<file path="src/mrdm_pkg.sv">
// package for the maintenance register display and modify block
// What this block does
// - fast store pointer selected: no bus load, clear hold, copy pointer directly
// - direct-transfer selection clears stale hold bits before display
// - final hold load strobe only after 170 ms debounce following key press
// - main store pointer goes to buffer, then bus separator feeds hold register
// - pointer bits 00,01,17,18 come from separate flip-flops, buffer bits blocked
// - N selection gates counter flags, aux status, code mode, privilege, key field
// - N selection also gates N counter and general register pointer bits
// - opcode and level views gate only their own field bits
// - utility word: pass Y operand, block hold load, display utility word directly
// - partial selections mask unused input bus bits
// - data key sets its hold bit; clearing only by whole byte
// - load-selected key writes hold register into selected register
// - after write-back the selected register is redisplayed
// - write-back only for modifiable registers and fields
// - write-back under opcode view also overwrites utility word
// - selecting utility word clears hold register; lamps show utility word
// - load key sets first set-cycle ff; it drives hold onto bus while held
// - read-in commands enabled from second set-cycle ff during write-back
// - load key release resets first ff and starts the display cycle
// - processor stopped, utility word not selected: adder passes X operand, lamps show hold register
// - debounce one-shot gives a single 1 us load enable pulse
// - intermediate word selection reads it onto the input bus for loading
package mrdm_pkg;
   localparam int unsigned CLK_MHZ = 125;
   localparam int unsigned DEBOUNCE_MS = 170;
   localparam int unsigned PULSE_US = 1;
   localparam int unsigned DEBOUNCE_CYC = DEBOUNCE_MS * 1000 * CLK_MHZ;
   localparam int unsigned PULSE_CYC = PULSE_US * CLK_MHZ;
   localparam int unsigned CNT_W = 25;
   // bit positions taken from separate address flip-flops
   localparam int unsigned BIT_A0 = 0;
   localparam int unsigned BIT_A1 = 1;
   localparam int unsigned BIT_A17 = 17;
   localparam int unsigned BIT_A18 = 18;
   // field masks of partial selections
   localparam logic [31:0] MASK_FSP = 32'h0000007f;
   localparam logic [31:0] MASK_MSP = 32'h0007ffff;
   localparam logic [31:0] MASK_NSEL = 32'h7ff9760f;
   localparam logic [31:0] MASK_OPV = 32'hffeeffff;
   localparam logic [31:0] MASK_LVL = 32'hfffffeff;
   localparam logic [31:0] MASK_FULL = 32'hffffffff;
   // writable fields per selection
   localparam logic [31:0] WR_NSEL = 32'h7ff90000;
   localparam logic [31:0] WR_OPV = 32'h3f00ffff;
   // selection codes, one-hot from the select key gang
   localparam int unsigned SEL_W = 8;
   localparam logic [7:0] SEL_FSP = 8'h01;
   localparam logic [7:0] SEL_MSP = 8'h02;
   localparam logic [7:0] SEL_MSB = 8'h04;
   localparam logic [7:0] SEL_UTL = 8'h08;
   localparam logic [7:0] SEL_INT = 8'h10;
   localparam logic [7:0] SEL_OPV = 8'h20;
   localparam logic [7:0] SEL_NSL = 8'h40;
   localparam logic [7:0] SEL_LVL = 8'h80;

   typedef enum logic [4:0] {
      MRDM_IDLE = 5'h01,
      MRDM_WAIT = 5'h02,
      MRDM_LOAD = 5'h04,
      MRDM_SET1 = 5'h08,
      MRDM_SET2 = 5'h10
   } mrdm_state_t;

   typedef struct packed {
      logic [31:0] fsp;
      logic [31:0] msp;
      logic [31:0] msb;
      logic [31:0] utl;
      logic [31:0] intw;
      logic [31:0] opv;
      logic [31:0] nsel;
      logic [31:0] lvl;
   } mrdm_srcs_t;

   typedef struct packed {
      logic [7:0] sel;
      logic [31:0] data;
      logic [31:0] wmask;
   } mrdm_wb_t;
endpackage

</file>
<file path="src/mrdm_top.sv">
// maintenance panel register display and modify logic
`timescale 1ns/1ps
module mrdm_top #(
   parameter int unsigned DEBOUNCE_CYC = mrdm_pkg::DEBOUNCE_CYC,
   parameter int unsigned PULSE_CYC = mrdm_pkg::PULSE_CYC
) (
   // clock and reset
   input wire logic aclk,
   input wire logic aresetn,
   // axi4-lite slave
   input wire logic [7:0] s_axi_awaddr,
   input wire logic s_axi_awvalid,
   output logic s_axi_awready,
   input wire logic [31:0] s_axi_wdata,
   input wire logic [3:0] s_axi_wstrb,
   input wire logic s_axi_wvalid,
   output logic s_axi_wready,
   output logic [1:0] s_axi_bresp,
   output logic s_axi_bvalid,
   input wire logic s_axi_bready,
   input wire logic [7:0] s_axi_araddr,
   input wire logic s_axi_arvalid,
   output logic s_axi_arready,
   output logic [31:0] s_axi_rdata,
   output logic [1:0] s_axi_rresp,
   output logic s_axi_rvalid,
   input wire logic s_axi_rready,
   // panel keys
   input wire logic [7:0] select_keys,
   input wire logic [31:0] data_keys,
   input wire logic [3:0] byte_clear_keys,
   input wire logic load_selected_key,
   // processor side
   input wire logic proc_running,
   input wire mrdm_pkg::mrdm_srcs_t srcs,
   input wire logic [3:0] low_byte_addr_ffs,
   // outputs
   output logic [31:0] lamps,
   output mrdm_pkg::mrdm_wb_t wb,
   output logic wb_strobe
);
   // one shared counter: longer timings would wrap before reaching their limit
   if (DEBOUNCE_CYC < 1 || DEBOUNCE_CYC >= (1 << mrdm_pkg::CNT_W) || PULSE_CYC < 1
         || PULSE_CYC >= (1 << mrdm_pkg::CNT_W)) begin
      $error("mrdm_top: bad timing parameters");
   end

   localparam logic [7:0] A_HOLD = 8'h00;
   localparam logic [7:0] A_STAT = 8'h04;
   localparam logic [7:0] A_CTRL = 8'h08;

   typedef struct packed {
      mrdm_pkg::mrdm_state_t st;
      logic [24:0] cnt;
      logic [7:0] sel;
      logic [7:0] keys_q;
      logic load_q;
      logic display_cycle_arm_ff;
      logic set_cycle_first_ff;
      logic set_cycle_second_ff;
      logic [31:0] data_hold_reg;
      logic [31:0] wb_data;
      logic [31:0] wb_mask;
      logic [7:0] wb_sel;
      logic wb_stb;
      logic [31:0] lamps;
      logic aw_got;
      logic w_got;
      logic [31:0] w_buf;
      logic [7:0] aw_buf;
      logic bvalid;
      logic [1:0] bresp;
      logic rvalid;
      logic [31:0] rdata;
      logic [1:0] rresp;
      logic sw_load;
      logic sw_key_en;
   } mrdm_st_t;

   mrdm_st_t s_ff;
   mrdm_st_t nxt_s;

   function automatic logic [31:0] mrdm_mask(input logic [7:0] sel);
      unique case (sel)
         mrdm_pkg::SEL_FSP: mrdm_mask = mrdm_pkg::MASK_FSP;
         mrdm_pkg::SEL_MSP: mrdm_mask = mrdm_pkg::MASK_MSP;
         mrdm_pkg::SEL_NSL: mrdm_mask = mrdm_pkg::MASK_NSEL;
         mrdm_pkg::SEL_OPV: mrdm_mask = mrdm_pkg::MASK_OPV;
         mrdm_pkg::SEL_LVL: mrdm_mask = mrdm_pkg::MASK_LVL;
         default: mrdm_mask = mrdm_pkg::MASK_FULL;
      endcase
   endfunction

   function automatic logic [31:0] mrdm_wmask(input logic [7:0] sel);
      unique case (sel)
         mrdm_pkg::SEL_NSL: mrdm_wmask = mrdm_pkg::WR_NSEL;
         mrdm_pkg::SEL_OPV: mrdm_wmask = mrdm_pkg::WR_OPV;
         mrdm_pkg::SEL_MSB, mrdm_pkg::SEL_UTL, mrdm_pkg::SEL_INT: mrdm_wmask = 32'hffffffff;
         default: mrdm_wmask = 32'h00000000;
      endcase
   endfunction

   logic [31:0] input_bus;
   logic [31:0] msp_view;
   logic [31:0] partial_read_mask;
   logic direct_sel;
   logic one_hot;
   logic pass_x_operand;
   logic pass_y_operand;
   logic hold_load_strobe;
   logic hold_clear_strobe;
   logic [7:0] eff_keys;
   logic eff_load;

   always_comb begin
      eff_keys = select_keys | s_ff.keys_q;
      eff_load = load_selected_key | s_ff.sw_load;
      one_hot = (eff_keys != 8'h00) && ((eff_keys & (eff_keys - 8'h01)) == 8'h00);
      msp_view = srcs.msp;
      // address bits kept outside the store replace the buffer bits
      msp_view[mrdm_pkg::BIT_A0] = low_byte_addr_ffs[0];
      msp_view[mrdm_pkg::BIT_A1] = low_byte_addr_ffs[1];
      msp_view[mrdm_pkg::BIT_A17] = low_byte_addr_ffs[2];
      msp_view[mrdm_pkg::BIT_A18] = low_byte_addr_ffs[3];
      partial_read_mask = mrdm_mask(s_ff.sel);
      unique case (s_ff.sel)
         mrdm_pkg::SEL_MSP: input_bus = msp_view;
         mrdm_pkg::SEL_MSB: input_bus = srcs.msb;
         mrdm_pkg::SEL_INT: input_bus = srcs.intw;
         mrdm_pkg::SEL_NSL: input_bus = srcs.nsel;
         mrdm_pkg::SEL_OPV: input_bus = srcs.opv;
         mrdm_pkg::SEL_LVL: input_bus = srcs.lvl;
         default: input_bus = 32'h00000000;
      endcase
      input_bus = input_bus & partial_read_mask;
      if (s_ff.set_cycle_first_ff) begin
         input_bus = s_ff.data_hold_reg;
      end
      direct_sel = (s_ff.sel == mrdm_pkg::SEL_FSP) || (s_ff.sel == mrdm_pkg::SEL_UTL);
      pass_y_operand = (s_ff.sel == mrdm_pkg::SEL_UTL) && !proc_running;
      pass_x_operand = !proc_running && !pass_y_operand;
      hold_load_strobe = (s_ff.st == mrdm_pkg::MRDM_LOAD) && !direct_sel;
      hold_clear_strobe = (s_ff.st == mrdm_pkg::MRDM_LOAD) && direct_sel;
   end

   always_comb begin
      nxt_s = s_ff;
      nxt_s.keys_q = 8'h00;
      nxt_s.sw_load = s_ff.sw_load && load_selected_key;
      nxt_s.wb_stb = 1'b0;
      nxt_s.load_q = eff_load;
      // ---------------------------------------------
      // key cycle
      // ---------------------------------------------
      if (!proc_running) begin
         if (one_hot && eff_keys != s_ff.sel) begin
            nxt_s.sel = eff_keys;
            nxt_s.display_cycle_arm_ff = 1'b1;
            nxt_s.st = mrdm_pkg::MRDM_WAIT;
            nxt_s.cnt = '0;
            nxt_s.set_cycle_first_ff = 1'b0;
            nxt_s.set_cycle_second_ff = 1'b0;
         end else begin
            unique case (s_ff.st)
               mrdm_pkg::MRDM_IDLE: begin
                  if (eff_load && !s_ff.load_q && s_ff.sel != 8'h00) begin
                     nxt_s.set_cycle_first_ff = 1'b1;
                     nxt_s.set_cycle_second_ff = 1'b1;
                     nxt_s.st = mrdm_pkg::MRDM_SET1;
                  end
               end
               mrdm_pkg::MRDM_WAIT: begin
                  nxt_s.cnt = s_ff.cnt + 25'd1;
                  if (s_ff.cnt == 25'(DEBOUNCE_CYC - 1)) begin
                     nxt_s.cnt = '0;
                     nxt_s.st = mrdm_pkg::MRDM_LOAD;
                  end
               end
               mrdm_pkg::MRDM_LOAD: begin
                  nxt_s.cnt = s_ff.cnt + 25'd1;
                  if (s_ff.cnt == 25'd0) begin
                     if (hold_clear_strobe) begin
                        nxt_s.data_hold_reg = '0;
                        if (s_ff.sel == mrdm_pkg::SEL_FSP) begin
                           nxt_s.data_hold_reg = srcs.fsp & mrdm_pkg::MASK_FSP;
                        end
                     end else if (hold_load_strobe) begin
                        nxt_s.data_hold_reg = input_bus;
                     end
                  end
                  if (s_ff.cnt == 25'(PULSE_CYC - 1)) begin
                     nxt_s.cnt = '0;
                     nxt_s.display_cycle_arm_ff = 1'b0;
                     nxt_s.st = mrdm_pkg::MRDM_IDLE;
                  end
               end
               mrdm_pkg::MRDM_SET1: begin
                  if (s_ff.set_cycle_second_ff) begin
                     nxt_s.wb_sel = s_ff.sel;
                     nxt_s.wb_data = input_bus;
                     nxt_s.wb_mask = mrdm_wmask(s_ff.sel);
                     nxt_s.wb_stb = (mrdm_wmask(s_ff.sel) != 32'h00000000);
                     nxt_s.set_cycle_second_ff = 1'b0;
                  end
                  if (!eff_load) begin
                     nxt_s.set_cycle_first_ff = 1'b0;
                     nxt_s.st = mrdm_pkg::MRDM_SET2;
                  end
               end
               mrdm_pkg::MRDM_SET2: begin
                  nxt_s.display_cycle_arm_ff = 1'b1;
                  nxt_s.cnt = '0;
                  nxt_s.st = mrdm_pkg::MRDM_WAIT;
               end
               default: nxt_s.st = mrdm_pkg::MRDM_IDLE;
            endcase
         end
         if (s_ff.st == mrdm_pkg::MRDM_IDLE || s_ff.st == mrdm_pkg::MRDM_SET1) begin
            nxt_s.data_hold_reg = nxt_s.data_hold_reg | (data_keys & {32{s_ff.sw_key_en}}) | data_keys;
            for (int b = 0; b < 4; b++) begin
               if (byte_clear_keys[b]) begin
                  nxt_s.data_hold_reg[b*8 +: 8] = data_keys[b*8 +: 8];
               end
            end
         end
      end
      // opcode view write-back also lands in the utility word downstream
      if (nxt_s.wb_stb && s_ff.sel == mrdm_pkg::SEL_OPV) begin
         nxt_s.wb_sel = mrdm_pkg::SEL_OPV | mrdm_pkg::SEL_UTL;
      end
      // ---------------------------------------------
      // lamps
      // ---------------------------------------------
      if (pass_y_operand) begin
         nxt_s.lamps = srcs.utl;
      end else if (pass_x_operand) begin
         nxt_s.lamps = s_ff.data_hold_reg;
      end else begin
         nxt_s.lamps = 32'h00000000;
      end
      // ---------------------------------------------
      // bus slave
      // ---------------------------------------------
      if (s_axi_awvalid && !s_ff.aw_got) begin
         nxt_s.aw_got = 1'b1;
         nxt_s.aw_buf = s_axi_awaddr;
      end
      if (s_axi_wvalid && !s_ff.w_got) begin
         nxt_s.w_got = 1'b1;
         nxt_s.w_buf = s_axi_wdata;
      end
      if (s_ff.aw_got && s_ff.w_got && !s_ff.bvalid) begin
         nxt_s.aw_got = 1'b0;
         nxt_s.w_got = 1'b0;
         nxt_s.bvalid = 1'b1;
         nxt_s.bresp = 2'b00;
         if (s_ff.aw_buf == A_CTRL) begin
            nxt_s.keys_q = s_ff.w_buf[7:0];
            nxt_s.sw_load = s_ff.w_buf[8];
            nxt_s.sw_key_en = s_ff.w_buf[9];
         end else if (s_ff.aw_buf != A_HOLD && s_ff.aw_buf != A_STAT) begin
            nxt_s.bresp = 2'b10;
         end
      end
      if (s_ff.bvalid && s_axi_bready) begin
         nxt_s.bvalid = 1'b0;
      end
      if (s_axi_arvalid && !s_ff.rvalid) begin
         nxt_s.rvalid = 1'b1;
         nxt_s.rresp = 2'b00;
         unique case (s_axi_araddr)
            A_HOLD: nxt_s.rdata = s_ff.data_hold_reg;
            A_STAT: nxt_s.rdata = {16'h0000, s_ff.sel, 3'b000, s_ff.st};
            A_CTRL: nxt_s.rdata = {22'h000000, s_ff.sw_key_en, s_ff.sw_load, 8'h00};
            default: begin
               nxt_s.rdata = 32'h00000000;
               nxt_s.rresp = 2'b10;
            end
         endcase
      end
      if (s_ff.rvalid && s_axi_rready) begin
         nxt_s.rvalid = 1'b0;
      end
   end

   always_ff @(posedge aclk) begin
      if (!aresetn) begin
         s_ff <= '0;
         s_ff.st <= mrdm_pkg::MRDM_IDLE;
      end else begin
         s_ff <= nxt_s;
      end
   end

   assign s_axi_awready = !s_ff.aw_got;
   assign s_axi_wready = !s_ff.w_got;
   assign s_axi_bvalid = s_ff.bvalid;
   assign s_axi_bresp = s_ff.bresp;
   assign s_axi_arready = !s_ff.rvalid;
   assign s_axi_rvalid = s_ff.rvalid;
   assign s_axi_rdata = s_ff.rdata;
   assign s_axi_rresp = s_ff.rresp;
   assign lamps = s_ff.lamps;
   assign wb.sel = s_ff.wb_sel;
   assign wb.data = s_ff.wb_data;
   assign wb.wmask = s_ff.wb_mask;
   assign wb_strobe = s_ff.wb_stb;
endmodule

</file>
<file path="config.mk">
export PLATFORM = sky130hd
export DESIGN_NAME = mrdm_top
export DESIGN_NICKNAME = d
export VERILOG_FILES = /design/src/mrdm_pkg.sv /design/src/mrdm_top.sv
export SDC_FILE = /design/constraint.sdc
export NUM_CORES = 1
export LEC_CHECK = 0
export BUFFER_PORTS_ARGS = -buffer_cell sky130_fd_sc_hd__buf_2
export CORE_AREA = 2 2 199 201
export CTS_CLUSTER_SIZE = 12
export DETAILED_ROUTE_END_ITERATION = 7
export DIE_AREA = 0 0 201 203
export GPL_TIMING_DRIVEN = 0
export PLACE_DENSITY = 0.64
export SLEW_MARGIN = 30
export SYNTH_ARGS = -nofsm -noshare
export SYNTH_HDL_FRONTEND = slang
export SYNTH_SLANG_ARGS = --single-unit
</file>
<file path="constraint.sdc">
create_clock -name aclk -period 3 [get_ports aclk]
set_input_delay 0.15 -clock aclk [delete_from_list [all_inputs] [get_ports aclk]]
set_output_delay 0.15 -clock aclk [all_outputs]
set_load 0.05 [all_outputs]
</file>
==> results.yml <==
route:
  postRouteAntennaNets: 0
  drc: 18
  first_pass_iters: 8
  drtIter0Drc: 910
  routedWlPerCell_um: 21.75
  vias_per_cell: 5.112
  wirelength_um: 54570
  vias: 12826
placed_design:
  dp_hpwl_um: 43030
  place_area_sq_mm: 0.01424
  gp_congestion: 0.9638
  portBuffers: 431
global_routing:
  grt_use_total: 0.2532
  grt-ovfl-total: 0
  grt_pass1_vias: 12272
  grt_max_degree: 18
  grt_pass1_wl_um: 77890
  antenna_found_initial: 7
worst_setup_path:
  ff2ff_path_depth: 10
  critPathMaxFanout: 10
  critical_path_required_ns: 3.46
  arrival_ns: 3.38
  cp-start-kind: "register"
  critPathKind: "reg2reg"
  critPathCaptureType: "register"
power:
  power.leakage_nw: 7.184
  ir_drop_v: 0.0003403
  p_per_area_mw_per_mm2: 484.5
logic_synthesis:
  synth_top_area_frac: 0.3786
  synth_warnings: 0
  synth_area_sq_mm: 0.01142
  ys_ff_latch: 216
  synth_most_common_cell: "dfxtp_1"
  synth_edf_count: 0
  synth_cells: 1418
  synth-main-ff-cell: "dfxtp_1"
  avgSynthCellArea_sq_um: 8.055
  synth-async-reset-ratio: 0
  ys_top_cells_by_area: "dfxtp_1, buf_4, nand2_1"
  synth_common_cells: "dfxtp_1, nand2_1, nor2_1, buf_4, a22oi_1"
  synth-seq-area-share: 0.3786
  synth_cell_type_count: 74
  synth_area_leader_cell: "dfxtp_1"
timing:
  hold_viol: 0
  grt_setup_unrepaired: "yes"
  post-route-period-util: 0.9731
  finalSetupViolations: 0
  finalClockSkew_ns: 0.02185
  fmax_mhz: 342.5
  slew_headroom: 0.3787
  final.min_clock_period_ns: 2.919
  worstMarginPinSlew_ns: 0.9319
  maxSlewViolCount: 0
  setup_tns_ns: 0
  fin_hold_ws_ns: 0.03812
die:
  dieArea_sq_mm: 0.04080
  core.rowCount: 72
  die_width_um: 201
  ioPinCount: 511
  start_util: 0.2969
  fp.dieH_um: 203
  core-area_sq_mm: 0.03847
final_layout:
  fill_cells: 3879
  area_growth_pct: 41.44
  nNetsFinal: 2334
  layout-drive-gt1-share: 0.3474
  fin_util: 0.4200
  design_area_sq_mm: 0.01616
cts:
  cts.clk_slew.worst_paths_ns: 0.06
  clock-root-buffer: "clkbuf_16"
  numCtsBuffers: 26
  clk_path_buf_depth: 3
  clock_sinks: 216
  h-tree-depth: 1
  clock_latency_ns: 0.54
  cts_tree: "yes"
run_status:
  status: "complete, but fails checks"
  violations: "design-rule violations"
run:
  maxCapViolCount: 0
worst_hold_path:
  hold_path.class: "in2reg"
  hold_depth: 3
## critical path: stages, from the launching register on
cell and delay, ns:
dfxtp_1 0.30, buf_2 0.32, nor2_2 0.14, and4b_1 0.22, clkbuf_1 0.33, nor2_4 0.27
nand2_1 0.19, or4_4 0.51, buf_6 0.17, or2_1 0.23, a21oi_1 0.15
## power breakdown
part	total (mW)	internal [mW]	leakage [nW]	switching [mW]
logic	1.41	0.580	5.02	0.832
registers	3.27	3.04	1.75	0.233
clock network	3.14	1.86	0.410	1.28
total	7.83	5.48	7.18	2.35
## metrics by stage
step | setup slack, ns | std cells | power (mW)
5_1_grt | -0.02176 | 2507 | 8.121
3_3_place_gp | -0.5155 | 2368 | 4.600
4_1_cts | 0.008624 | 2507 | 7.854
3_5_place_dp | -0.5576 | 2368 | 4.605
6_report | 0.08068 | 2509 | 7.827
2_1_floorplan | 0.5565 | 1419 | 3.989
## cell usage in the layout (no fill, tap or decap), types with 9 or more instances in the layout
cell and count:
nor4_1 12, nand2_1 180, a32oi_1 9, inv_1 18
buf_4 146, nor2_1 160, nor2b_1 10, mux2i_1 17
a221o_1 10, a22oi_1 82, a211oi_1 14, clkbuf_1 66
dlygate4sd3_1 92, clkbuf_16 27, buf_2 448, a222oi_1 18
and3_1 19, nand3_1 36, mux2_2 12, a21oi_1 81
and2_1 18, nand4_1 14, xnor2_1 21, o21a_1 27
o21ai_0 49, dfxtp_1 216, nor3_1 34
## metal layers
layer	up-vias	track usage	wire length, um
met5	-	0	28
met4	4	0.09021	2154
met3	103	0.05345	4227
met2	599	0.4354	25870
met1	6103	0.3123	22300
li1	6017	-	-
## layout make-up
cell class / count / area (sq um) / area share
diodes: 5 / 12.51 / 0.0007745
repair buffers: 526 / 3100 / 0.1919
multi-input cells: 944 / 5663 / 0.3505
plain buffers: 235 / 1493 / 0.09239
well taps: 518 / 648.1 / 0.04012
clock inverters: 6 / 68.82 / 0.004260
flip-flops and latches: 216 / 4324 / 0.2677
inverters: 18 / 67.56 / 0.004182
clock buffers: 41 / 778.2 / 0.04817
## kinds of logic after synthesis
group | Yosys count | share of synthesized area
buffers and inverters | 259 | 0.1348
other | 1 | 0.0003283
multiplexers | 30 | 0.02870
AND/OR/NAND/NOR | 534 | 0.2227
AO/OA/AOI/OAI | 350 | 0.2127
XOR/XNOR | 26 | 0.01994
flip-flops | 216 | 0.3786
adder cells (fa/ha/maj) | 2 | 0.002190
## timing repair
action	4_1_cts	5_1_grt
cloned	0	0
buffers inserted	1	2
hold endpoints to repair	92	0
resized for setup	19	24
hold buffers	92	0
setup endpoints to repair	82	72
pin swaps	2	1
## worst paths after layout
kind / from / end / slack (ns)
max reg2reg: s_ff[238] / s_ff[204] / 0.08
max: s_ff[238] / s_ff[204] / 0.08
min reg2reg: s_ff[49] / s_ff[49] / 0.45
min: aresetn / s_ff[255] / 0.04
## state kept, by name (all words and copies together), names as in the netlist
name          flops
s_axi_bvalid      1
s_ff            103
s_axi_rresp       1
s_axi_bresp       1
s_axi_rvalid      1
wb_strobe         1
lamps            32
wb               44
s_axi_rdata      32
(Power assumes the default switching activity.)
